## config.mk

```make
export PLATFORM = sky130hd
export DESIGN_NAME = tpw_timer
export DESIGN_NICKNAME = d
export VERILOG_FILES = /design/src/pkg/tpw_pkg.sv /design/src/verilog/tpw_timer.sv /design/src/verilog/tpw_edge.sv /design/src/verilog/tpw_presc.sv
export SDC_FILE = /design/constraint.sdc
export NUM_CORES = 1
export LEC_CHECK = 0
export ABC_AREA = 1
export BUFFER_PORTS_ARGS = -buffer_cell sky130_fd_sc_hd__buf_2
export CAP_MARGIN = 5
export CORE_ASPECT_RATIO = 1.5
export CORE_UTILIZATION = 55
export DETAILED_ROUTE_END_ITERATION = 6
export HOLD_SLACK_MARGIN = 0.15
export PLACE_DENSITY = 0.79
export SLEW_MARGIN = 10
export SYNTH_ARGS = -nofsm -noshare
export SYNTH_HDL_FRONTEND = slang
export SYNTH_HIERARCHICAL = 1
export SYNTH_SLANG_ARGS = --single-unit
```

## constraint.sdc

```tcl
create_clock -name clk_i -period 4.1 [get_ports clk_i]
set_clock_uncertainty 0.1 [all_clocks]
set_input_delay 0.82 -clock clk_i [delete_from_list [all_inputs] [get_ports clk_i]]
set_output_delay 0.82 -clock clk_i [all_outputs]
set_load 0.05 [all_outputs]
```

## src/pkg/tpw_pkg.sv

```systemverilog
package tpw_pkg;
   // ---------------------------------------------------------------
   // Register byte addresses
   // ---------------------------------------------------------------
   localparam logic [7:0] A_CTL1  = 8'h00;
   localparam logic [7:0] A_CTL2  = 8'h04;
   localparam logic [7:0] A_FLAGS = 8'h08;
   localparam logic [7:0] A_IC1H  = 8'h0C;
   localparam logic [7:0] A_IC1L  = 8'h10;
   localparam logic [7:0] A_OC1H  = 8'h14;
   localparam logic [7:0] A_OC1L  = 8'h18;
   localparam logic [7:0] A_OC2H  = 8'h1C;
   localparam logic [7:0] A_OC2L  = 8'h20;
   localparam logic [7:0] A_CNTH  = 8'h24;
   localparam logic [7:0] A_CNTL  = 8'h28;
   localparam logic [7:0] A_ACNTH = 8'h2C;
   localparam logic [7:0] A_ACNTL = 8'h30;
   localparam logic [7:0] A_IC2H  = 8'h34;
   localparam logic [7:0] A_IC2L  = 8'h38;
   // ---------------------------------------------------------------
   // Reset values, rollover count and single pulse capture value
   // ---------------------------------------------------------------
   localparam logic [7:0]  CTL_RST = 8'h00;
   localparam logic [15:0] CNT_RST = 16'hFFFC;
   localparam logic [15:0] CNT_TOP = 16'hFFFF;
   localparam logic [15:0] OCR_RST = 16'h8000;
   localparam logic [15:0] OPM_CAP = 16'hFFFD;
   // ---------------------------------------------------------------
   // Field positions
   // ---------------------------------------------------------------
   localparam int B_CAPTURE_IRQ_ENABLE = 7, B_MATCH_IRQ_ENABLE = 6, B_ROLLOVER_IRQ_ENABLE = 5, B_FORCE_LEVEL_TWO = 4;
   localparam int B_FORCE_LEVEL_ONE = 3, B_SECOND_OUTPUT_LEVEL = 2, B_CAPTURE_ONE_EDGE_SELECT = 1, B_FIRST_OUTPUT_LEVEL = 0;
   localparam int B_FIRST_PIN_ENABLE = 7, B_SECOND_PIN_ENABLE = 6, B_OPM = 5, B_PWM = 4;
   localparam int B_CCH = 3, B_CCL = 2, B_IEDG2 = 1, B_EXEDG = 0;
   // Flag vector order, same as status bits 7..3
   localparam int F_CAPTURE_ONE_FLAG = 4, F_MATCH_ONE_FLAG = 3, F_TOF = 2, F_CAPTURE_TWO_FLAG = 1, F_MATCH_TWO_FLAG = 0;
   // ---------------------------------------------------------------
   // Clock select codes and prescale counts
   // ---------------------------------------------------------------
   localparam logic [1:0] CC_DIV4 = 2'h0;
   localparam logic [1:0] CC_DIV2 = 2'h1;
   localparam logic [1:0] CC_DIV8 = 2'h2;
   localparam logic [1:0] CC_EXT  = 2'h3;
   localparam logic [2:0] DIV2_LAST = 3'h1;
   localparam logic [2:0] DIV4_LAST = 3'h3;
   localparam logic [2:0] DIV8_LAST = 3'h7;
   // Operating modes
   typedef enum logic [2:0] {
      TPW_M_CMP = 3'b001,
      TPW_M_OPM = 3'b010,
      TPW_M_PWM = 3'b100
   } tpw_mode_t;
endpackage

```

## src/verilog/tpw_timer.sv

```systemverilog
// Implementation choices: register access over APB and the register addresses.
`timescale 1ns/10ps
// 16-bit timer with compare, capture, single pulse and PWM
module tpw_timer
   import tpw_pkg::*;
#(
   parameter int ADDR_W = 8
) (
   // Clock and reset
   input  wire logic              clk_i,
   input  wire logic              srst_i,
   // APB slave
   input  wire logic              psel_i,
   input  wire logic              penable_i,
   input  wire logic              pwrite_i,
   input  wire logic [ADDR_W-1:0] paddr_i,
   input  wire logic [31:0]       pwdata_i,
   output logic [31:0]            prdata_o,
   output logic                   pready_o,
   output logic                   pslverr_o,
   // CPU side
   input  wire logic              cpu_imask_i,
   input  wire logic              halt_i,
   output logic                   timer_irq_o,
   // Pins
   input  wire logic              capture_pin_one_i,
   input  wire logic              capture_pin_two_i,
   input  wire logic              ext_clk_i,
   output logic                   first_compare_pin_o,
   output logic                   first_compare_oe_n_o,
   output logic                   second_compare_pin_o,
   output logic                   second_compare_oe_n_o
);
   import tpw_pkg::*;

   if (ADDR_W < 8) begin : g_bad_addr
      $error("tpw_timer: ADDR_W must be at least 8");
   end

   logic [7:0]  ctl1_reg, ctl2_reg;
   logic [15:0] cnt_reg, oc1_reg, oc2_reg, ic1_reg, ic2_reg;
   logic [4:0]  flags_reg, armed_reg, flag_set, flag_clr;
   logic        inh1_reg, inh2_reg, halt_d_reg, arm1_reg, arm2_reg;
   logic        pin1_reg, pin2_reg, oe1_n_reg, oe2_n_reg, irq_reg;
   logic [31:0] prdata_reg;
   logic        pready_reg, pslverr_reg;
   tpw_mode_t   mode_reg;
   logic        acc, wr, rd, ev1, ev2, ev_ext, tick, run, halt_exit;
   logic        m1, m2, opm_trig, cnt_wr, cap1_live;
   logic [7:0]  rd_mux;
   logic        rd_hit;

   // ---------------------------------------------------------------
   // Pin synchronisers and prescaler
   // ---------------------------------------------------------------
   tpw_edge u_cap1 (
      .clk_i   (clk_i),
      .srst_i  (srst_i),
      .pin_i   (capture_pin_one_i),
      .rise_i  (ctl1_reg[B_CAPTURE_ONE_EDGE_SELECT]),
      .pulse_o (ev1)
   );
   tpw_edge u_cap2 (
      .clk_i   (clk_i),
      .srst_i  (srst_i),
      .pin_i   (capture_pin_two_i),
      .rise_i  (ctl2_reg[B_IEDG2]),
      .pulse_o (ev2)
   );
   tpw_edge u_ext (
      .clk_i   (clk_i),
      .srst_i  (srst_i),
      .pin_i   (ext_clk_i),
      .rise_i  (ctl2_reg[B_EXEDG]),
      .pulse_o (ev_ext)
   );
   tpw_presc #(.PRE_W(3)) u_presc (
      .clk_i    (clk_i),
      .srst_i   (srst_i),
      .run_i    (run),
      .sel_i    (ctl2_reg[B_CCH:B_CCL]),
      .ext_ev_i (ev_ext),
      .tick_o   (tick)
   );

   // ---------------------------------------------------------------
   // Bus decode and event terms
   // ---------------------------------------------------------------
   // Access completes on the edge where pready is seen high
   assign acc       = psel_i & penable_i & pready_reg;
   assign wr        = acc & pwrite_i & rd_hit; // Unmapped writes are dropped
   assign rd        = acc & ~pwrite_i;
   // Wait mode needs nothing here; only halt stops the timer
   assign run       = ~halt_i;
   assign halt_exit = halt_d_reg & ~halt_i;
   // Either counter low byte write restarts the count
   assign cnt_wr    = wr & ((paddr_i[7:0] == A_CNTL) | (paddr_i[7:0] == A_ACNTL));
   // A pending high byte write holds the compare off
   assign m1        = tick & ~inh1_reg & (cnt_reg == oc1_reg);
   assign m2        = tick & ~inh2_reg & (cnt_reg == oc2_reg);
   assign opm_trig  = (mode_reg == TPW_M_OPM) & ev1 & run;
   // Capture pin one captures the count only in plain compare mode
   assign cap1_live = (mode_reg == TPW_M_CMP) & ev1 & run;

   // ---------------------------------------------------------------
   // Mode selection
   // ---------------------------------------------------------------
   // PWM bit outranks the single pulse bit
   always_ff @(posedge clk_i) begin
      if (srst_i) begin
         mode_reg <= TPW_M_CMP;
      end else if (ctl2_reg[B_PWM]) begin
         mode_reg <= TPW_M_PWM;
      end else if (ctl2_reg[B_OPM]) begin
         mode_reg <= TPW_M_OPM;
      end else begin
         mode_reg <= TPW_M_CMP;
      end
   end

   // ---------------------------------------------------------------
   // Control and compare registers
   // ---------------------------------------------------------------
   always_ff @(posedge clk_i) begin
      if (srst_i) begin
         ctl1_reg <= CTL_RST;
         ctl2_reg <= CTL_RST;
      end else if (wr && paddr_i[7:0] == A_CTL1) begin
         ctl1_reg <= pwdata_i[7:0];
      end else if (wr && paddr_i[7:0] == A_CTL2) begin
         ctl2_reg <= pwdata_i[7:0];
      end
   end

   // High byte write arms the inhibit, low byte write releases it
   always_ff @(posedge clk_i) begin
      if (srst_i) begin
         oc1_reg  <= OCR_RST;
         oc2_reg  <= OCR_RST;
         inh1_reg <= 1'b0;
         inh2_reg <= 1'b0;
      end else if (wr) begin
         unique case (paddr_i[7:0])
            A_OC1H: begin
               oc1_reg[15:8] <= pwdata_i[7:0];
               inh1_reg      <= 1'b1;
            end
            A_OC1L: begin
               oc1_reg[7:0]  <= pwdata_i[7:0];
               inh1_reg      <= 1'b0;
            end
            A_OC2H: begin
               oc2_reg[15:8] <= pwdata_i[7:0];
               inh2_reg      <= 1'b1;
            end
            A_OC2L: begin
               oc2_reg[7:0]  <= pwdata_i[7:0];
               inh2_reg      <= 1'b0;
            end
            default: begin
               oc1_reg <= oc1_reg;
            end
         endcase
      end
   end

   // ---------------------------------------------------------------
   // Free-running counter
   // ---------------------------------------------------------------
   // Held in halt; a reset wake restarts from the reset value
   always_ff @(posedge clk_i) begin
      if (srst_i || cnt_wr) begin
         cnt_reg <= CNT_RST;
      end else if (opm_trig) begin
         cnt_reg <= CNT_RST;
      end else if (mode_reg == TPW_M_PWM && m2) begin
         cnt_reg <= CNT_RST;
      end else if (tick) begin
         cnt_reg <= cnt_reg + 16'h0001;
      end
   end

   // ---------------------------------------------------------------
   // Capture registers and halt arming
   // ---------------------------------------------------------------
   // Capture two edges during halt, and capture one edges in compare mode, are remembered and replayed on exit
   always_ff @(posedge clk_i) begin
      if (srst_i) begin
         halt_d_reg <= 1'b0;
         arm1_reg   <= 1'b0;
         arm2_reg   <= 1'b0;
      end else begin
         halt_d_reg <= halt_i;
         arm1_reg   <= halt_i ? (arm1_reg | (ev1 & mode_reg == TPW_M_CMP)) : 1'b0;
         arm2_reg   <= halt_i ? (arm2_reg | ev2) : 1'b0;
      end
   end

   always_ff @(posedge clk_i) begin
      if (srst_i) begin
         ic1_reg <= 16'h0000;
         ic2_reg <= 16'h0000;
      end else begin
         if (opm_trig) begin
            ic1_reg <= OPM_CAP;
         end else if (cap1_live || (halt_exit && arm1_reg)) begin
            ic1_reg <= cnt_reg;
         end
         if ((ev2 && run) || (halt_exit && arm2_reg)) begin
            ic2_reg <= cnt_reg;
         end
      end
   end

   // ---------------------------------------------------------------
   // Status flags with two-step clear
   // ---------------------------------------------------------------
   // Compare flags stay quiet in PWM; period match reports as capture one
   always_comb begin
      flag_set         = '0;
      flag_set[F_CAPTURE_ONE_FLAG] = cap1_live | opm_trig | (halt_exit & arm1_reg)
                         | (mode_reg == TPW_M_PWM & m2);
      flag_set[F_MATCH_ONE_FLAG] = (mode_reg == TPW_M_CMP) & m1;
      flag_set[F_MATCH_TWO_FLAG] = (mode_reg != TPW_M_PWM) & m2;
      flag_set[F_TOF]  = tick & (cnt_reg == CNT_TOP);
      flag_set[F_CAPTURE_TWO_FLAG] = (ev2 & run) | (halt_exit & arm2_reg);
      flag_clr         = '0;
      if (acc) begin
         flag_clr[F_CAPTURE_ONE_FLAG] = armed_reg[F_CAPTURE_ONE_FLAG] & (paddr_i[7:0] == A_IC1L);
         flag_clr[F_MATCH_ONE_FLAG] = armed_reg[F_MATCH_ONE_FLAG] & (paddr_i[7:0] == A_OC1L);
         flag_clr[F_TOF]  = armed_reg[F_TOF]  & (paddr_i[7:0] == A_CNTL);
         flag_clr[F_CAPTURE_TWO_FLAG] = armed_reg[F_CAPTURE_TWO_FLAG] & (paddr_i[7:0] == A_IC2L);
         flag_clr[F_MATCH_TWO_FLAG] = armed_reg[F_MATCH_TWO_FLAG] & (paddr_i[7:0] == A_OC2L);
      end
   end

   // A new event in the clearing cycle survives
   always_ff @(posedge clk_i) begin
      if (srst_i) begin
         flags_reg <= '0;
         armed_reg <= '0;
      end else begin
         flags_reg <= (flags_reg & ~flag_clr) | flag_set;
         if (rd && paddr_i[7:0] == A_FLAGS) begin
            armed_reg <= (armed_reg & ~flag_clr) | prdata_reg[7:3];
         end else begin
            armed_reg <= armed_reg & ~flag_clr;
         end
      end
   end

   // ---------------------------------------------------------------
   // Compare pins
   // ---------------------------------------------------------------
   // Latches are low from reset; force bits act only in compare mode
   always_ff @(posedge clk_i) begin
      if (srst_i) begin
         pin1_reg <= 1'b0;
         pin2_reg <= 1'b0;
      end else begin
         unique case (mode_reg)
            TPW_M_PWM: begin
               if (m2) begin
                  pin1_reg <= ctl1_reg[B_SECOND_OUTPUT_LEVEL];
               end else if (m1) begin
                  pin1_reg <= ctl1_reg[B_FIRST_OUTPUT_LEVEL];
               end
            end
            TPW_M_OPM: begin
               if (opm_trig) begin
                  pin1_reg <= ctl1_reg[B_SECOND_OUTPUT_LEVEL];
               end else if (m1) begin
                  pin1_reg <= ctl1_reg[B_FIRST_OUTPUT_LEVEL];
               end
            end
            TPW_M_CMP: begin
               if (m1 || ctl1_reg[B_FORCE_LEVEL_ONE]) begin
                  pin1_reg <= ctl1_reg[B_FIRST_OUTPUT_LEVEL];
               end
               if (m2 || ctl1_reg[B_FORCE_LEVEL_TWO]) begin
                  pin2_reg <= ctl1_reg[B_SECOND_OUTPUT_LEVEL];
               end
            end
         endcase
      end
   end

   // Enable low means the timer owns the pin
   always_ff @(posedge clk_i) begin
      if (srst_i) begin
         oe1_n_reg <= 1'b1;
         oe2_n_reg <= 1'b1;
      end else begin
         oe1_n_reg <= ~ctl2_reg[B_FIRST_PIN_ENABLE];
         oe2_n_reg <= ~ctl2_reg[B_SECOND_PIN_ENABLE];
      end
   end

   // ---------------------------------------------------------------
   // Shared interrupt request
   // ---------------------------------------------------------------
   // Halt has no wake path here: the CPU clock is stopped anyway
   always_ff @(posedge clk_i) begin
      if (srst_i) begin
         irq_reg <= 1'b0;
      end else begin
         irq_reg <= ~cpu_imask_i & ~halt_i & (
            (ctl1_reg[B_CAPTURE_IRQ_ENABLE] & (flags_reg[F_CAPTURE_ONE_FLAG] | flags_reg[F_CAPTURE_TWO_FLAG])) |
            (ctl1_reg[B_MATCH_IRQ_ENABLE] & (flags_reg[F_MATCH_ONE_FLAG] | flags_reg[F_MATCH_TWO_FLAG])) |
            (ctl1_reg[B_ROLLOVER_IRQ_ENABLE] & flags_reg[F_TOF]));
      end
   end

   // ---------------------------------------------------------------
   // APB read data and response
   // ---------------------------------------------------------------
   always_comb begin
      rd_hit = 1'b1;
      unique case (paddr_i[7:0])
         A_CTL1:  rd_mux = ctl1_reg;
         A_CTL2:  rd_mux = ctl2_reg;
         A_FLAGS: rd_mux = {flags_reg, 3'h0};
         A_IC1H:  rd_mux = ic1_reg[15:8];
         A_IC1L:  rd_mux = ic1_reg[7:0];
         A_OC1H:  rd_mux = oc1_reg[15:8];
         A_OC1L:  rd_mux = oc1_reg[7:0];
         A_OC2H:  rd_mux = oc2_reg[15:8];
         A_OC2L:  rd_mux = oc2_reg[7:0];
         A_CNTH:  rd_mux = cnt_reg[15:8];
         A_CNTL:  rd_mux = cnt_reg[7:0];
         A_ACNTH: rd_mux = cnt_reg[15:8];
         A_ACNTL: rd_mux = cnt_reg[7:0];
         A_IC2H:  rd_mux = ic2_reg[15:8];
         A_IC2L:  rd_mux = ic2_reg[7:0];
         default: begin
            rd_mux = 8'h00;
            rd_hit = 1'b0;
         end
      endcase
      if (paddr_i > ADDR_W'(A_IC2L)) begin
         rd_hit = 1'b0;
      end
   end

   // Data sampled in setup; one wait-free access phase follows
   always_ff @(posedge clk_i) begin
      if (srst_i) begin
         prdata_reg  <= 32'h0000_0000;
         pready_reg  <= 1'b0;
         pslverr_reg <= 1'b0;
      end else begin
         pready_reg  <= psel_i & ~penable_i;
         pslverr_reg <= psel_i & ~penable_i & ~rd_hit;
         if (psel_i && !penable_i) begin
            prdata_reg <= pwrite_i ? 32'h0000_0000 : {24'h000000, rd_mux};
         end
      end
   end

   assign prdata_o              = prdata_reg;
   assign pready_o              = pready_reg;
   assign pslverr_o             = pslverr_reg;
   assign timer_irq_o           = irq_reg;
   assign first_compare_pin_o   = pin1_reg;
   assign second_compare_pin_o  = pin2_reg;
   assign first_compare_oe_n_o  = oe1_n_reg;
   assign second_compare_oe_n_o = oe2_n_reg;

   // ---------------------------------------------------------------
   // Checks
   // ---------------------------------------------------------------
   a_pwm_reload: assert property (@(posedge clk_i) disable iff (srst_i)
      (mode_reg == TPW_M_PWM && m2 && !cnt_wr) |=> cnt_reg == CNT_RST)
      else $error("PWM period match did not reload counter");
   a_pwm_pulse_lvl: assert property (@(posedge clk_i) disable iff (srst_i)
      (mode_reg == TPW_M_PWM && m1 && !m2) |=> pin1_reg == $past(ctl1_reg[B_FIRST_OUTPUT_LEVEL]))
      else $error("PWM pulse match level wrong");
   a_pwm_period_lvl: assert property (@(posedge clk_i) disable iff (srst_i)
      (mode_reg == TPW_M_PWM && m2) |=> pin1_reg == $past(ctl1_reg[B_SECOND_OUTPUT_LEVEL]))
      else $error("PWM period match level wrong");
   a_pwm_const_pin: assert property (@(posedge clk_i) disable iff (srst_i)
      (mode_reg == TPW_M_PWM && ctl1_reg[B_FIRST_OUTPUT_LEVEL] == ctl1_reg[B_SECOND_OUTPUT_LEVEL]
       && pin1_reg == ctl1_reg[B_FIRST_OUTPUT_LEVEL]) |=> $stable(pin1_reg))
      else $error("PWM pin toggled with equal levels");
   a_high_inhibit: assert property (@(posedge clk_i) disable iff (srst_i)
      (wr && paddr_i[7:0] == A_OC1H) |=> !m1 && !flag_set[F_MATCH_ONE_FLAG])
      else $error("Compare active after high byte write");
   a_pwm_no_ocf: assert property (@(posedge clk_i) disable iff (srst_i)
      (mode_reg == TPW_M_PWM && !flags_reg[F_MATCH_ONE_FLAG]) |=> !flags_reg[F_MATCH_ONE_FLAG])
      else $error("Compare flag set in PWM mode");
   a_pwm_capture_one_flag: assert property (@(posedge clk_i) disable iff (srst_i)
      (mode_reg == TPW_M_PWM && m2) |=> flags_reg[F_CAPTURE_ONE_FLAG])
      else $error("PWM period match missed capture one flag");
   a_halt_hold: assert property (@(posedge clk_i) disable iff (srst_i)
      (halt_i && !cnt_wr) |=> cnt_reg == $past(cnt_reg))
      else $error("Counter moved during halt");
   a_irq_masked: assert property (@(posedge clk_i) disable iff (srst_i)
      (cpu_imask_i || halt_i) |=> !irq_reg)
      else $error("Interrupt raised while masked");
   a_ovf_irq: assert property (@(posedge clk_i) disable iff (srst_i)
      (ctl1_reg[B_ROLLOVER_IRQ_ENABLE] && flags_reg[F_TOF] && !cpu_imask_i && !halt_i) |=> irq_reg)
      else $error("Rollover interrupt not raised");
endmodule // tpw_timer

```

## src/verilog/tpw_edge.sv

```systemverilog
`timescale 1ns/10ps
// Two-flop synchroniser with selectable edge detection
module tpw_edge (
   // Clock and reset
   input  wire logic clk_i,
   input  wire logic srst_i,
   // Pin and edge choice (1 = rising)
   input  wire logic pin_i,
   input  wire logic rise_i,
   // One-cycle event
   output logic      pulse_o
);
   logic s1_reg, s2_reg, s3_reg;

   // First flop feeds only the second one
   always_ff @(posedge clk_i) begin
      if (srst_i) begin
         s1_reg <= 1'b0;
         s2_reg <= 1'b0;
         s3_reg <= 1'b0;
      end else begin
         s1_reg <= pin_i;
         s2_reg <= s1_reg;
         s3_reg <= s2_reg;
      end
   end

   // Edge seen on synchronised copies only
   assign pulse_o = rise_i ? (s2_reg & ~s3_reg) : (~s2_reg & s3_reg);
endmodule // tpw_edge

```

## src/verilog/tpw_presc.sv

```systemverilog
`timescale 1ns/10ps
// Counter clock prescaler
module tpw_presc
   import tpw_pkg::*;
#(
   parameter int PRE_W = 3
) (
   // Clock and reset
   input  wire logic       clk_i,
   input  wire logic       srst_i,
   // Control
   input  wire logic       run_i,
   input  wire logic [1:0] sel_i,
   input  wire logic       ext_ev_i,
   // Counter advance strobe
   output logic            tick_o
);
   logic [PRE_W-1:0] div_reg;
   logic [PRE_W-1:0] last;

   // Terminal counts are three bits wide, so no other width is served
   if (PRE_W != 3) begin : g_bad_width
      $error("tpw_presc: PRE_W must be 3");
   end

   // Terminal count per clock code
   always_comb begin
      unique case (sel_i)
         CC_DIV2: last = DIV2_LAST;
         CC_DIV8: last = DIV8_LAST;
         default: last = DIV4_LAST;
      endcase
   end

   // Halt freezes the divider too
   always_ff @(posedge clk_i) begin
      if (srst_i) begin
         div_reg <= '0;
      end else if (run_i) begin
         div_reg <= (div_reg >= last) ? '0 : div_reg + 1'b1;
      end
   end

   assign tick_o = run_i & ((sel_i == CC_EXT) ? ext_ev_i : (div_reg >= last));
endmodule // tpw_presc

```

# Word level (Yosys, flattened, before mapping)
# Index checks and enable logic that the tools add are counted.
# word_totals
register_bits,165
latch_bits,0
ram_bits,0
romBits,0
inputBits,50
output_inout_bits,39
word_cells,195
n_memories,0
# classes
add_sub_neg,2
n_mul,0
div_mod_pow,0
magnitude_cmp,2
eq_ne,25
n_shift,0
n_mux,23
n_bitwise,73
n_reduce_logical,33
# op_table
operator,count
$pmux W8 S13,1
$eq A8 B6 Y1 const B,7
$and A1 B1 Y1,41
$eq A16 B16 Y1,2
$eq A8 B5 Y1 const B,4
$mux W16,2
$add A16 B1 Y16 const B,1
$eq A16 B16 Y1 const B,1
$eq A8 B4 Y1 const B,2
$not A1 Y1,16
$reduce_and A2 Y1,8
$reduce_or A15 Y1,1
$or A1 B1 Y1,11
$and A5 B5 Y5,2
$mux W1,10
$mux W5,2
$or A5 B5 Y5,2
$reduce_or A2 Y1,5
$eq A8 B3 Y1 const B,1
$gt A8 B6 Y1 const B,1
$logic_and A1 B1 Y1,8
$logic_not A8 Y1,1
$mux W8,1
$mux W3,2
other kinds (18),26

# Longest topological paths before layout
# Gate-level depths: netlist (run 1).
# depth
depth_word,10
ltp_mapped,20
ltp_nobuf,20

# Modules after synthesis
# The synthesis (run 1) kept the hierarchy.
# by_module_without_submodules
module,instances,cells_each,area_per_inst_um2,seq_area_each_um2
tpw_timer,1,1019,6740.2,2582.5
tpw_edge,3,14,103.8,60.1
tpw_presc,1,29,212.7,60.1

# Worst setup path after synthesis (run 1)
# Ideal clock, no wire load.
# synth_path
kind,input to register
startpoint,input halt_i
endpoint,register pin1_reg (netlist: first_compare_pin_o)
setup_ns,0.109
t_arrival_ns,2.436
t_required_ns,3.891
path_slack_ns,1.455
path_stages,17
n_path_buf,0
path_cell_list,inv_1 > o21a_1 > o21ai_0 > inv_1 > clkinv_1 > nor2_1 > nand2_1 > nor2_1 > nand2_1 > nor2_1 > nand3_1 > nand2_1 > nand3_1 > nand2_1 > nand3_1 > nand2_1 > inv_1
# synth_between
elab_chain_len,7
word_cells_on_any_way,13
classes_between,1 x eq/ne; 4 x mux; 7 x bitwise; 1 x reduce/logical
# synth_rtl
element,line,source
start: declaration,tpw_timer.sv:23,"input wire logic halt_i,"
$not A1 Y1 (no source line) *,n/a,
$and A1 B1 Y1 *,tpw_presc.sv:44,assign tick_o = run_i & ((sel_i == CC_EXT) ? ext_ev_i : (div_reg >= last));
named net tick,tpw_timer.sv:48,"logic acc, wr, rd, ev1, ev2, ev_ext, tick, run, halt_exit;"
$and A1 B1 Y1 (2 in series),tpw_timer.sv:99,assign m1 = tick & ~inh1_reg & (cnt_reg == oc1_reg);
$mux W1,n/a,
"$mux W1, on equally long branches","tpw_timer.sv:270, tpw_timer.sv:263",
$pmux W1 S3,tpw_timer.sv:261,unique case (mode_reg)
end signal: assignment,tpw_timer.sv:264,pin1_reg <= ctl1_reg[B_SECOND_OUTPUT_LEVEL];
end signal: assignment,tpw_timer.sv:271,pin1_reg <= ctl1_reg[B_SECOND_OUTPUT_LEVEL];
end signal: assignment,tpw_timer.sv:273,pin1_reg <= ctl1_reg[B_FIRST_OUTPUT_LEVEL];
end: declaration,tpw_timer.sv:44,"logic pin1_reg, pin2_reg, oe1_n_reg, oe2_n_reg, irq_reg;"
# Mark *: on every way through the listed nets, which the timed path passes. The rest lies on a longest branch.
# A chain may end at the register's enable or synchronous reset.

# Final worst setup path (run 1)
# layout_path
startpoint,register ctl2_reg[3]
endpoint,register pin1_reg (netlist: first_compare_pin_o)
# layout_between
elab_chain_len,10
word_cells_on_any_way,17
classes_between,1 x order compare; 4 x eq/ne; 6 x mux; 5 x bitwise; 1 x reduce/logical
# layout_rtl
element,line,source
start: declaration,tpw_timer.sv:40,"logic [7:0] ctl1_reg, ctl2_reg;"
start signal: assignment,tpw_timer.sv:131,ctl2_reg <= pwdata_i[7:0];
$eq A2 B2 Y1 / $eq A2 B1 Y1 (equally long branches),tpw_presc.sv:28,unique case (sel_i)
$pmux W3 S2,tpw_presc.sv:28,
$ge A3 B3 Y1,tpw_presc.sv:44,
$mux W1 *,tpw_presc.sv:44,
$and A1 B1 Y1 *,tpw_presc.sv:44,
named net tick,tpw_timer.sv:48,
$and A1 B1 Y1 (2 in series),tpw_timer.sv:99,
$mux W1,n/a,
"$mux W1, on equally long branches",n/a,
$pmux W1 S3,tpw_timer.sv:261,
end signal: assignment,tpw_timer.sv:264,
end signal: assignment,tpw_timer.sv:266,pin1_reg <= ctl1_reg[B_FIRST_OUTPUT_LEVEL];
end signal: assignment,tpw_timer.sv:271,
# Marks and branches as above.

==> results of run 1 <==
-- final cells by class --
cell class | count | area (µm²) | share of cell area (%)
clock buffer | 17 | 425 | 5.29
sequential | 141 | 2820 | 35.1
timing repair buffer | 47 | 253 | 3.14
inverter | 126 | 473 | 5.88
multi-input combinational | 784 | 3670 | 45.7
tap | 159 | 199 | 2.47
clock inverter | 15 | 195 | 2.43
-- synthesized netlist by cell type, drive strengths merged (2+ instances only) --
library cell / n / area, µm²
nand3: 61 / 403
a21oi: 72 / 360
nand4: 27 / 169
xnor2: 7 / 61.3
a31oi: 3 / 18.8
xor2: 11 / 96.3
dfxtp: 141 / 2820
a221oi: 2 / 17.5
ha: 4 / 50.1
buf: 41 / 304
o22ai: 10 / 62.6
nor3: 22 / 125
clkbuf: 21 / 78.8
nor2: 164 / 668
o211ai: 4 / 30.0
nand2: 305 / 1150
inv: 125 / 469
o21ai: 58 / 290
nand3b: 4 / 30.0
-- cell families (layout without fill, tap and decap cells) --
group,after synthesis,after routing,synth area share (%)
buf+inv,188,205,11.8
flops,141,141,38.9
xor+xnor,18,18,2.17
fa+ha+maj,4,4,0.689
mux,1,1,0.138
other cells,1,24,0.0516
compound gates,151,151,10.9
simple gates,586,586,35.4
-- through the flow --
| step | utilization, % | setup WS (ps) | std cells | area [µm²] |
|---|---|---|---|---|
| after floorplan | - | 1450 | 1113 | 7350 |
| after global placement | 57.3 | 957 | 1257 | 7420 |
| after detailed placement | 57.3 | 944 | 1257 | 7420 |
| after CTS | 62.1 | 1150 | 1289 | 8040 |
| after global routing | 62.1 | 793 | 1289 | 8040 |
| final | 62.1 | 1000 | 1289 | 8040 |
-- worst reg2reg max path, stage by stage, from the launching register on --
cell and delay (ps):
sky130_fd_sc_hd__dfxtp_1 420, sky130_fd_sc_hd__nand2_1 90, sky130_fd_sc_hd__ha_1 300, sky130_fd_sc_hd__nand3_1 80, sky130_fd_sc_hd__nand3_1 90, sky130_fd_sc_hd__o21ai_0 160, sky130_fd_sc_hd__inv_1 230, sky130_fd_sc_hd__clkinv_1 280
sky130_fd_sc_hd__nor2_1 160, sky130_fd_sc_hd__nand2_1 60, sky130_fd_sc_hd__nor2_1 110, sky130_fd_sc_hd__nand2_1 60, sky130_fd_sc_hd__nor2_1 280, sky130_fd_sc_hd__nand3_1 180, sky130_fd_sc_hd__nand2_1 120, sky130_fd_sc_hd__nand3_1 70
sky130_fd_sc_hd__nand2_1 60, sky130_fd_sc_hd__nand3_1 70, sky130_fd_sc_hd__nand2_1 60, sky130_fd_sc_hd__inv_1 30
-- path summary, 6_finish.rpt --
check,start,endpoint,slack (ps),depth (start not counted)
max,ctl2_reg[3]$_SDFFE_PP0P_,first_compare_pin_o$_SDFFE_PP0P_,1000,19
min,u_ext/s1_reg$_SDFF_PP0_,u_ext/s2_reg$_SDFF_PP0_,310,2
max reg2reg,ctl2_reg[3]$_SDFFE_PP0P_,first_compare_pin_o$_SDFFE_PP0P_,1000,19
min reg2reg,u_ext/s1_reg$_SDFF_PP0_,u_ext/s2_reg$_SDFF_PP0_,310,2
-- power by group through the flow --
stage / clock [mW] / sequential, mW / combinational (mW)
6_report: 1.63 / 1.40 / 0.169
5_1_grt: 1.70 / 1.40 / 0.181
4_1_cts: 1.63 / 1.39 / 0.166
3_5_place_dp: 0 / 1.43 / 0.165
3_3_place_gp: 0 / 1.42 / 0.163
2_1_floorplan: 0 / 1.43 / 0.136
-- cells in the final DEF (no fill, tap or decap), types with 3 or more instances in the layout --
cell,count
sky130_fd_sc_hd__clkbuf_16,17
sky130_fd_sc_hd__conb_1,24
sky130_fd_sc_hd__inv_1,118
sky130_fd_sc_hd__nor2_2,4
sky130_fd_sc_hd__dfxtp_1,141
sky130_fd_sc_hd__buf_4,7
sky130_fd_sc_hd__a21oi_1,72
sky130_fd_sc_hd__nand4_1,27
sky130_fd_sc_hd__ha_1,4
sky130_fd_sc_hd__nand3_2,7
sky130_fd_sc_hd__a31oi_1,3
sky130_fd_sc_hd__inv_6,5
sky130_fd_sc_hd__inv_2,7
sky130_fd_sc_hd__buf_2,40
sky130_fd_sc_hd__xor2_1,11
sky130_fd_sc_hd__o211ai_1,4
sky130_fd_sc_hd__inv_8,4
sky130_fd_sc_hd__nand2_1,303
sky130_fd_sc_hd__nor2_4,6
sky130_fd_sc_hd__o21ai_0,58
sky130_fd_sc_hd__o22ai_1,10
sky130_fd_sc_hd__nand3_4,5
sky130_fd_sc_hd__nor3_1,19
sky130_fd_sc_hd__nand3_1,49
sky130_fd_sc_hd__xnor2_1,7
sky130_fd_sc_hd__nand3b_1,4
sky130_fd_sc_hd__nor2_1,154
sky130_fd_sc_hd__nor3_2,3
-- layer usage --
metal,up-vias,global-route usage [%],wire length [µm]
met5,-,0,0
met4,0,28.8,2230
met3,146,7.35,2250
met2,499,58.0,10900
met1,3315,42.6,8350
li1,3465,-,-
==> tab_implementation.tex, run 1 <==
\begin{tabular}{lr}
\hline
Metric & Value \\
\hline
\multicolumn{2}{l}{\textbf{Setup path}} \\
CP endpoint kind & flip-flop \\
Largest driver fanout on the critical path & 9 \\
Kind of cell adding the most delay to the critical path & simple AND/OR/NAND/NOR gates \\
Slowest Stage Delay on Critical Path & 420 ps \\
Series of cell instances along the critical path & nand2\_1, ha\_1, nand3\_1, nand3\_1, o21ai\_0, inv\_1, clkinv\_1, nor2\_1, nand2\_1, nor2\_1, nand2\_1, nor2\_1, nand3\_1, nand2\_1, nand3\_1, nand2\_1, nand3\_1, nand2\_1, inv\_1 \\
Arrival time of the worst setup path & 3340 ps \\
Number of buffer and inverter stages on the critical path & 3 \\
Kind of critical path & flip-flop to flip-flop \\
Critical-path cell with the highest stage delay & sky130\_fd\_sc\_hd\_\_dfxtp\_1 \\
Critical path data required time & 4340 ps \\
Startpoint Class & flip-flop \\
Most Frequent Cell on Critical Path & sky130\_fd\_sc\_hd\_\_nand2\_1 \\
\multicolumn{2}{l}{\textbf{STA}} \\
Max-slew headroom at the worst pin & 47.0\% \\
Final critical delay including setup and external delays & 3100 ps \\
Share of the clock period used by the worst path after layout & 75.6\% \\
Number of setup violations in the final report & 0 \\
Number of max-slew violations in the final report & 0 \\
Total count of hold-check failures in the final report & 0 \\
Accumulated negative setup slack & 0 ps \\
Fmax achieved & 323 MHz \\
Actual slew at the worst max-slew pin & 789 ps \\
Worst hold margin & 309 ps \\
Setup repair after global routing missed its margin & no \\
\multicolumn{2}{l}{\textbf{Run}} \\
Reported max-cap violation count & 0 \\
\multicolumn{2}{l}{\textbf{Floorplanning}} \\
Effective utilization at floorplan & 56.1\% \\
Horiz. Die Dim & 95.8 µm \\
Chip height & 143 µm \\
Core region area & 0.0130 mm² \\
Row Count & 51 \\
Ports & 89 \\
Floorplan die area & 0.0137 mm² \\
\multicolumn{2}{l}{\textbf{Routing}} \\
Pre-Repair DR Iteration Count & 5 \\
Number of routed nets with antenna violations & 0 \\
Drt total wl & 23.7 mm \\
DRC viols & 0 \\
Number of vias after detailed routing & 7,425 \\
Post-DR vias/cell & 5.76 \\
Wire length per cell after detailed routing & 18.4 µm \\
Violation count after the first detailed-routing iteration & 816 \\
\multicolumn{2}{l}{\textbf{Logic synthesis}} \\
Average size of a mapped cell & 6.66 µm² \\
Warning count from the yosys run & 6 \\
Post-Syn Instances & 1,090 \\
Async set-or-reset flop fraction in the synthesized netlist & 0\% \\
Count of flip-flops with a built-in enable after synthesis & 0 \\
Synth unique cells & 38 \\
Netlist Area Pre-Place & 0.00726 mm² \\
Sequential fraction of the synthesis area & 38.9\% \\
Most common flop cell mapped by yosys & sky130\_fd\_sc\_hd\_\_dfxtp\_1 \\
Post-synthesis register bit count & 141 \\
\multicolumn{2}{l}{\textbf{Global route}} \\
Vias in the first global route & 6,747 \\
Total Routing Usage GR & 36.7\% \\
Wire length of the first global-routing pass & 36.4 mm \\
Global route overflow & 0 \\
Initial antenna violation count & 0 \\
Pin count of the biggest net entering global routing & 49 \\
\multicolumn{2}{l}{\textbf{Placement}} \\
Estimated wirelength of the detail-placed design & 16.9 mm \\
Final Wtd Congestion & 0.992 \\
Total of buffers placed on input and output ports & 40 \\
\multicolumn{2}{l}{\textbf{Cells and area}} \\
Number of fillers in the final layout & 1,230 \\
Antenna cell count & 0 \\
Nets & 1,171 \\
Share of post-route cells with drive strength above 1 & 10.2\% \\
Area growth from synthesis to layout & 10.7\% \\
\multicolumn{2}{l}{\textbf{Clock network}} \\
Number of post-CTS setup repair buffers & 0 \\
Cells resized by post-CTS repair & 0 \\
Clock sink count & 141 \\
Clk slew on worst S/H paths & 70 ps \\
Number of buffers created by CTS & 17 \\
TritonCTS clock tree & done \\
Max clock buf depth & 2 \\
H-tree depth & 4 \\
CTS Root Buffer Type & sky130\_fd\_sc\_hd\_\_clkbuf\_16 \\
Insertion delay of the later-clocked pin in the worst-skew pair & 430 ps \\
Hold buffers post-CTS & 0 \\
\multicolumn{2}{l}{\textbf{Power and ir drop}} \\
Sw Share & 26.4\% \\
Internal power summed over all cells & 2.35 mW \\
Total power & 3.19 mW \\
Power per Cell Area & 397 mW/mm² \\
Reported net switching power & 0.844 mW \\
Combinational share of power & 5.3\% \\
Peak ir drop on the vdd network & 284 µV \\
Part of the power in the clock network & 51.0\% \\
Power share of the sequential group & 43.7\% \\
Reported leakage power & 3.79 nW \\
\multicolumn{2}{l}{\textbf{Worst hold path}} \\
Hold crit path type & flip-flop to flip-flop \\
\multicolumn{2}{l}{\textbf{Run status}} \\
Result of the run & finished clean \\
\hline
\end{tabular}
Note: power is estimated with default switching activity, not from simulation.
==> run 2, diff against run 1 <==
clock period = 3.15 ns   (was 4.1 ns; I/O delays follow)
==> run 2 against run 1 <==
Largest power group unchanged. Flip-flop and latch count stayed put. Routed wire length is 0.37% lower. Critical endpoint is now cnt_reg[9]$_SDFFE_PP1P_. Largest cell class unchanged. Clock-buffer cell count stayed put. Worst hold slack worse by 5.2 ps. Design area is 1.3% higher. Non-clock buffer count is 14 higher. First-iteration DRC count is 1.8% lower.
==> tab_implementation.tex, run 2 (same netlist as run 1, synthesis figures left out) <==
\begin{tabular}{lr}
\hline
Metric & Value \\
\hline
\multicolumn{2}{l}{\textbf{Clock network}} \\
CTS Root Buffer Type & sky130\_fd\_sc\_hd\_\_clkbuf\_16 \\
Number of post-CTS setup repair buffers & 0 \\
Number of buffers created by CTS & 17 \\
Cells resized by post-CTS repair & 0 \\
Clk slew on worst S/H paths & 70 ps \\
Max clock buf depth & 2 \\
Insertion delay of the later-clocked pin in the worst-skew pair & 430 ps \\
Clock sink count & 141 \\
Hold buffers post-CTS & 0 \\
TritonCTS clock tree & done \\
H-tree depth & 4 \\
\multicolumn{2}{l}{\textbf{Global route}} \\
Pin count of the biggest net entering global routing & 73 \\
Total Routing Usage GR & 36.5\% \\
Global route overflow & 0 \\
Vias in the first global route & 6,827 \\
Initial antenna violation count & 0 \\
Wire length of the first global-routing pass & 36.4 mm \\
\multicolumn{2}{l}{\textbf{Routing}} \\
DRC viols & 0 \\
Pre-Repair DR Iteration Count & 6 \\
Number of routed nets with antenna violations & 0 \\
Drt total wl & 23.6 mm \\
Post-DR vias/cell & 5.69 \\
Wire length per cell after detailed routing & 18.1 µm \\
Met2 routed wirelength & 10.9 mm \\
Top routing layer in use & met4 \\
Violation count after the first detailed-routing iteration & 801 \\
Post-Route M1 WL & 8.46 mm \\
Detailed route wirelength on metal3 & 2.22 mm \\
Number of vias after detailed routing & 7,415 \\
\multicolumn{2}{l}{\textbf{Cells and area}} \\
Antenna cell count & 0 \\
Nets & 1,185 \\
Leading cell type in the layout, fill and taps excluded & sky130\_fd\_sc\_hd\_\_nand2\_1 \\
Leading cell types in the layout, fill and taps excluded & 303 x sky130\_fd\_sc\_hd\_\_nand2\_1, 154 x sky130\_fd\_sc\_hd\_\_nor2\_1, 141 x sky130\_fd\_sc\_hd\_\_dfxtp\_1 \\
Final standard cell area without fillers & 0.00815 mm² \\
Util after Layout & 62.9\% \\
Share of post-route cells with drive strength above 1 & 11.3\% \\
Final std cells w/o fill & 1,303 \\
Area growth from synthesis to layout & 12.1\% \\
\multicolumn{2}{l}{\textbf{STA}} \\
Final critical delay including setup and external delays & 2920 ps \\
Setup repair after global routing missed its margin & no \\
Share of the clock period used by the worst path after layout & 92.6\% \\
Accumulated negative setup slack & 0 ps \\
Max-slew headroom at the worst pin & 51.8\% \\
Total count of hold-check failures in the final report & 0 \\
Worst setup slack after layout & 234 ps \\
Number of setup violations in the final report & 0 \\
Fmax achieved & 343 MHz \\
Actual slew at the worst max-slew pin & 722 ps \\
Worst hold margin & 304 ps \\
Number of max-slew violations in the final report & 0 \\
\multicolumn{2}{l}{\textbf{Power and ir drop}} \\
Power per Cell Area & 509 mW/mm² \\
Total power & 4.15 mW \\
Peak ir drop on the vdd network & 412 µV \\
Sw Share & 26.2\% \\
Combinational share of power & 5.3\% \\
Internal power summed over all cells & 3.06 mW \\
Reported net switching power & 1.09 mW \\
Power share of the sequential group & 43.8\% \\
Reported leakage power & 3.86 nW \\
Part of the power in the clock network & 50.9\% \\
\multicolumn{2}{l}{\textbf{Floorplanning}} \\
Core region area & 0.0130 mm² \\
Effective utilization at floorplan & 56.1\% \\
Chip height & 143 µm \\
Ports & 89 \\
Row Count & 51 \\
Horiz. Die Dim & 95.8 µm \\
Floorplan die area & 0.0137 mm² \\
\multicolumn{2}{l}{\textbf{Setup path}} \\
Startpoint Class & flip-flop \\
Critical path data required time & 3410 ps \\
CP endpoint kind & flip-flop \\
Largest driver fanout on the critical path & 14 \\
Reg-to-reg setup timing slack & 230 ps \\
Worst r2r dst & cnt\_reg[9]\$\_SDFFE\_PP1P\_ \\
Beginning of the worst register-to-register path & ctl2\_reg[3]\$\_SDFFE\_PP0P\_ \\
Arrival time of the worst setup path & 3170 ps \\
Reg2Reg Depth & 16 \\
Timing startpoint of the critical path & ctl2\_reg[3]\$\_SDFFE\_PP0P\_ \\
Kind of critical path & flip-flop to flip-flop \\
\multicolumn{2}{l}{\textbf{Placement}} \\
Post-placement worst setup slack & 405 ps \\
Final Wtd Congestion & 1.01 \\
Total of buffers placed on input and output ports & 40 \\
Placed inst area & 0.00753 mm² \\
Number of instances in the placed design & 1,271 \\
Estimated wirelength of the detail-placed design & 17.1 mm \\
\multicolumn{2}{l}{\textbf{Worst hold path}} \\
Hold crit path type & flip-flop to flip-flop \\
Hold Startpoint & u\_ext/s1\_reg\$\_SDFF\_PP0\_ \\
Hold worst-path end & u\_ext/s2\_reg\$\_SDFF\_PP0\_ \\
Cell count of the worst hold path & 2 \\
\multicolumn{2}{l}{\textbf{Run status}} \\
Result of the run & finished clean \\
\multicolumn{2}{l}{\textbf{Run}} \\
Reported max-cap violation count & 0 \\
\hline
\end{tabular}
[run 2: how the worst max path moves through the flow]
stage	end	slack, ps	cells after the start
global route	cnt_reg[14]$_SDFFE_PP1P_	20	16
floorplan	first_compare_pin_o$_SDFFE_PP0P_	690	17
detailed placement	oc2_reg[3]$_SDFFE_PP0P_	400	11
finish	cnt_reg[9]$_SDFFE_PP1P_	230	16
global placement	cnt_reg[9]$_SDFFE_PP1P_	420	16
CTS	cnt_reg[14]$_SDFFE_PP1P_	400	17
[run 2: power groups by stage]
stage	clock, mW	combinational (mW)	sequential, mW
3_3_place_gp	0	0.214	1.85
2_1_floorplan	0	0.177	1.86
4_1_cts	2.12	0.218	1.81
6_report	2.11	0.221	1.82
3_5_place_dp	0	0.217	1.85
5_1_grt	2.20	0.237	1.82
[run 2: area by class of cell]
type	instances	area (µm²)
fillers	1245	4810
multi-input cells	784	3670
clock inverters	15	193
flip-flops and latches	141	2820
clock buffers	17	425
well taps	159	199
repair buffers	61	358
inverters	126	473
[run 2: layer usage]
layer	track usage (%)	vias to the layer above
met2	57.4	426
met3	7.72	131
met4	28.7	0
met1	42.4	3352
li1	-	3506
met5	0	-
[run 2: worst max-delay path: stages (launching register included)]
cell	delay, ps
sky130_fd_sc_hd__dfxtp_1	410
sky130_fd_sc_hd__nand2_1	80
sky130_fd_sc_hd__ha_1	290
sky130_fd_sc_hd__nand3_1	70
sky130_fd_sc_hd__nand3_1	90
sky130_fd_sc_hd__o21ai_0	160
sky130_fd_sc_hd__inv_1	240
sky130_fd_sc_hd__nand3_1	110
sky130_fd_sc_hd__nor2_1	100
sky130_fd_sc_hd__nand3b_1	80
sky130_fd_sc_hd__nor2_1	100
sky130_fd_sc_hd__nand3_1	110
sky130_fd_sc_hd__nor2_1	370
sky130_fd_sc_hd__nor2_1	90
sky130_fd_sc_hd__nand2_1	190
sky130_fd_sc_hd__inv_2	150
sky130_fd_sc_hd__o21ai_0	100
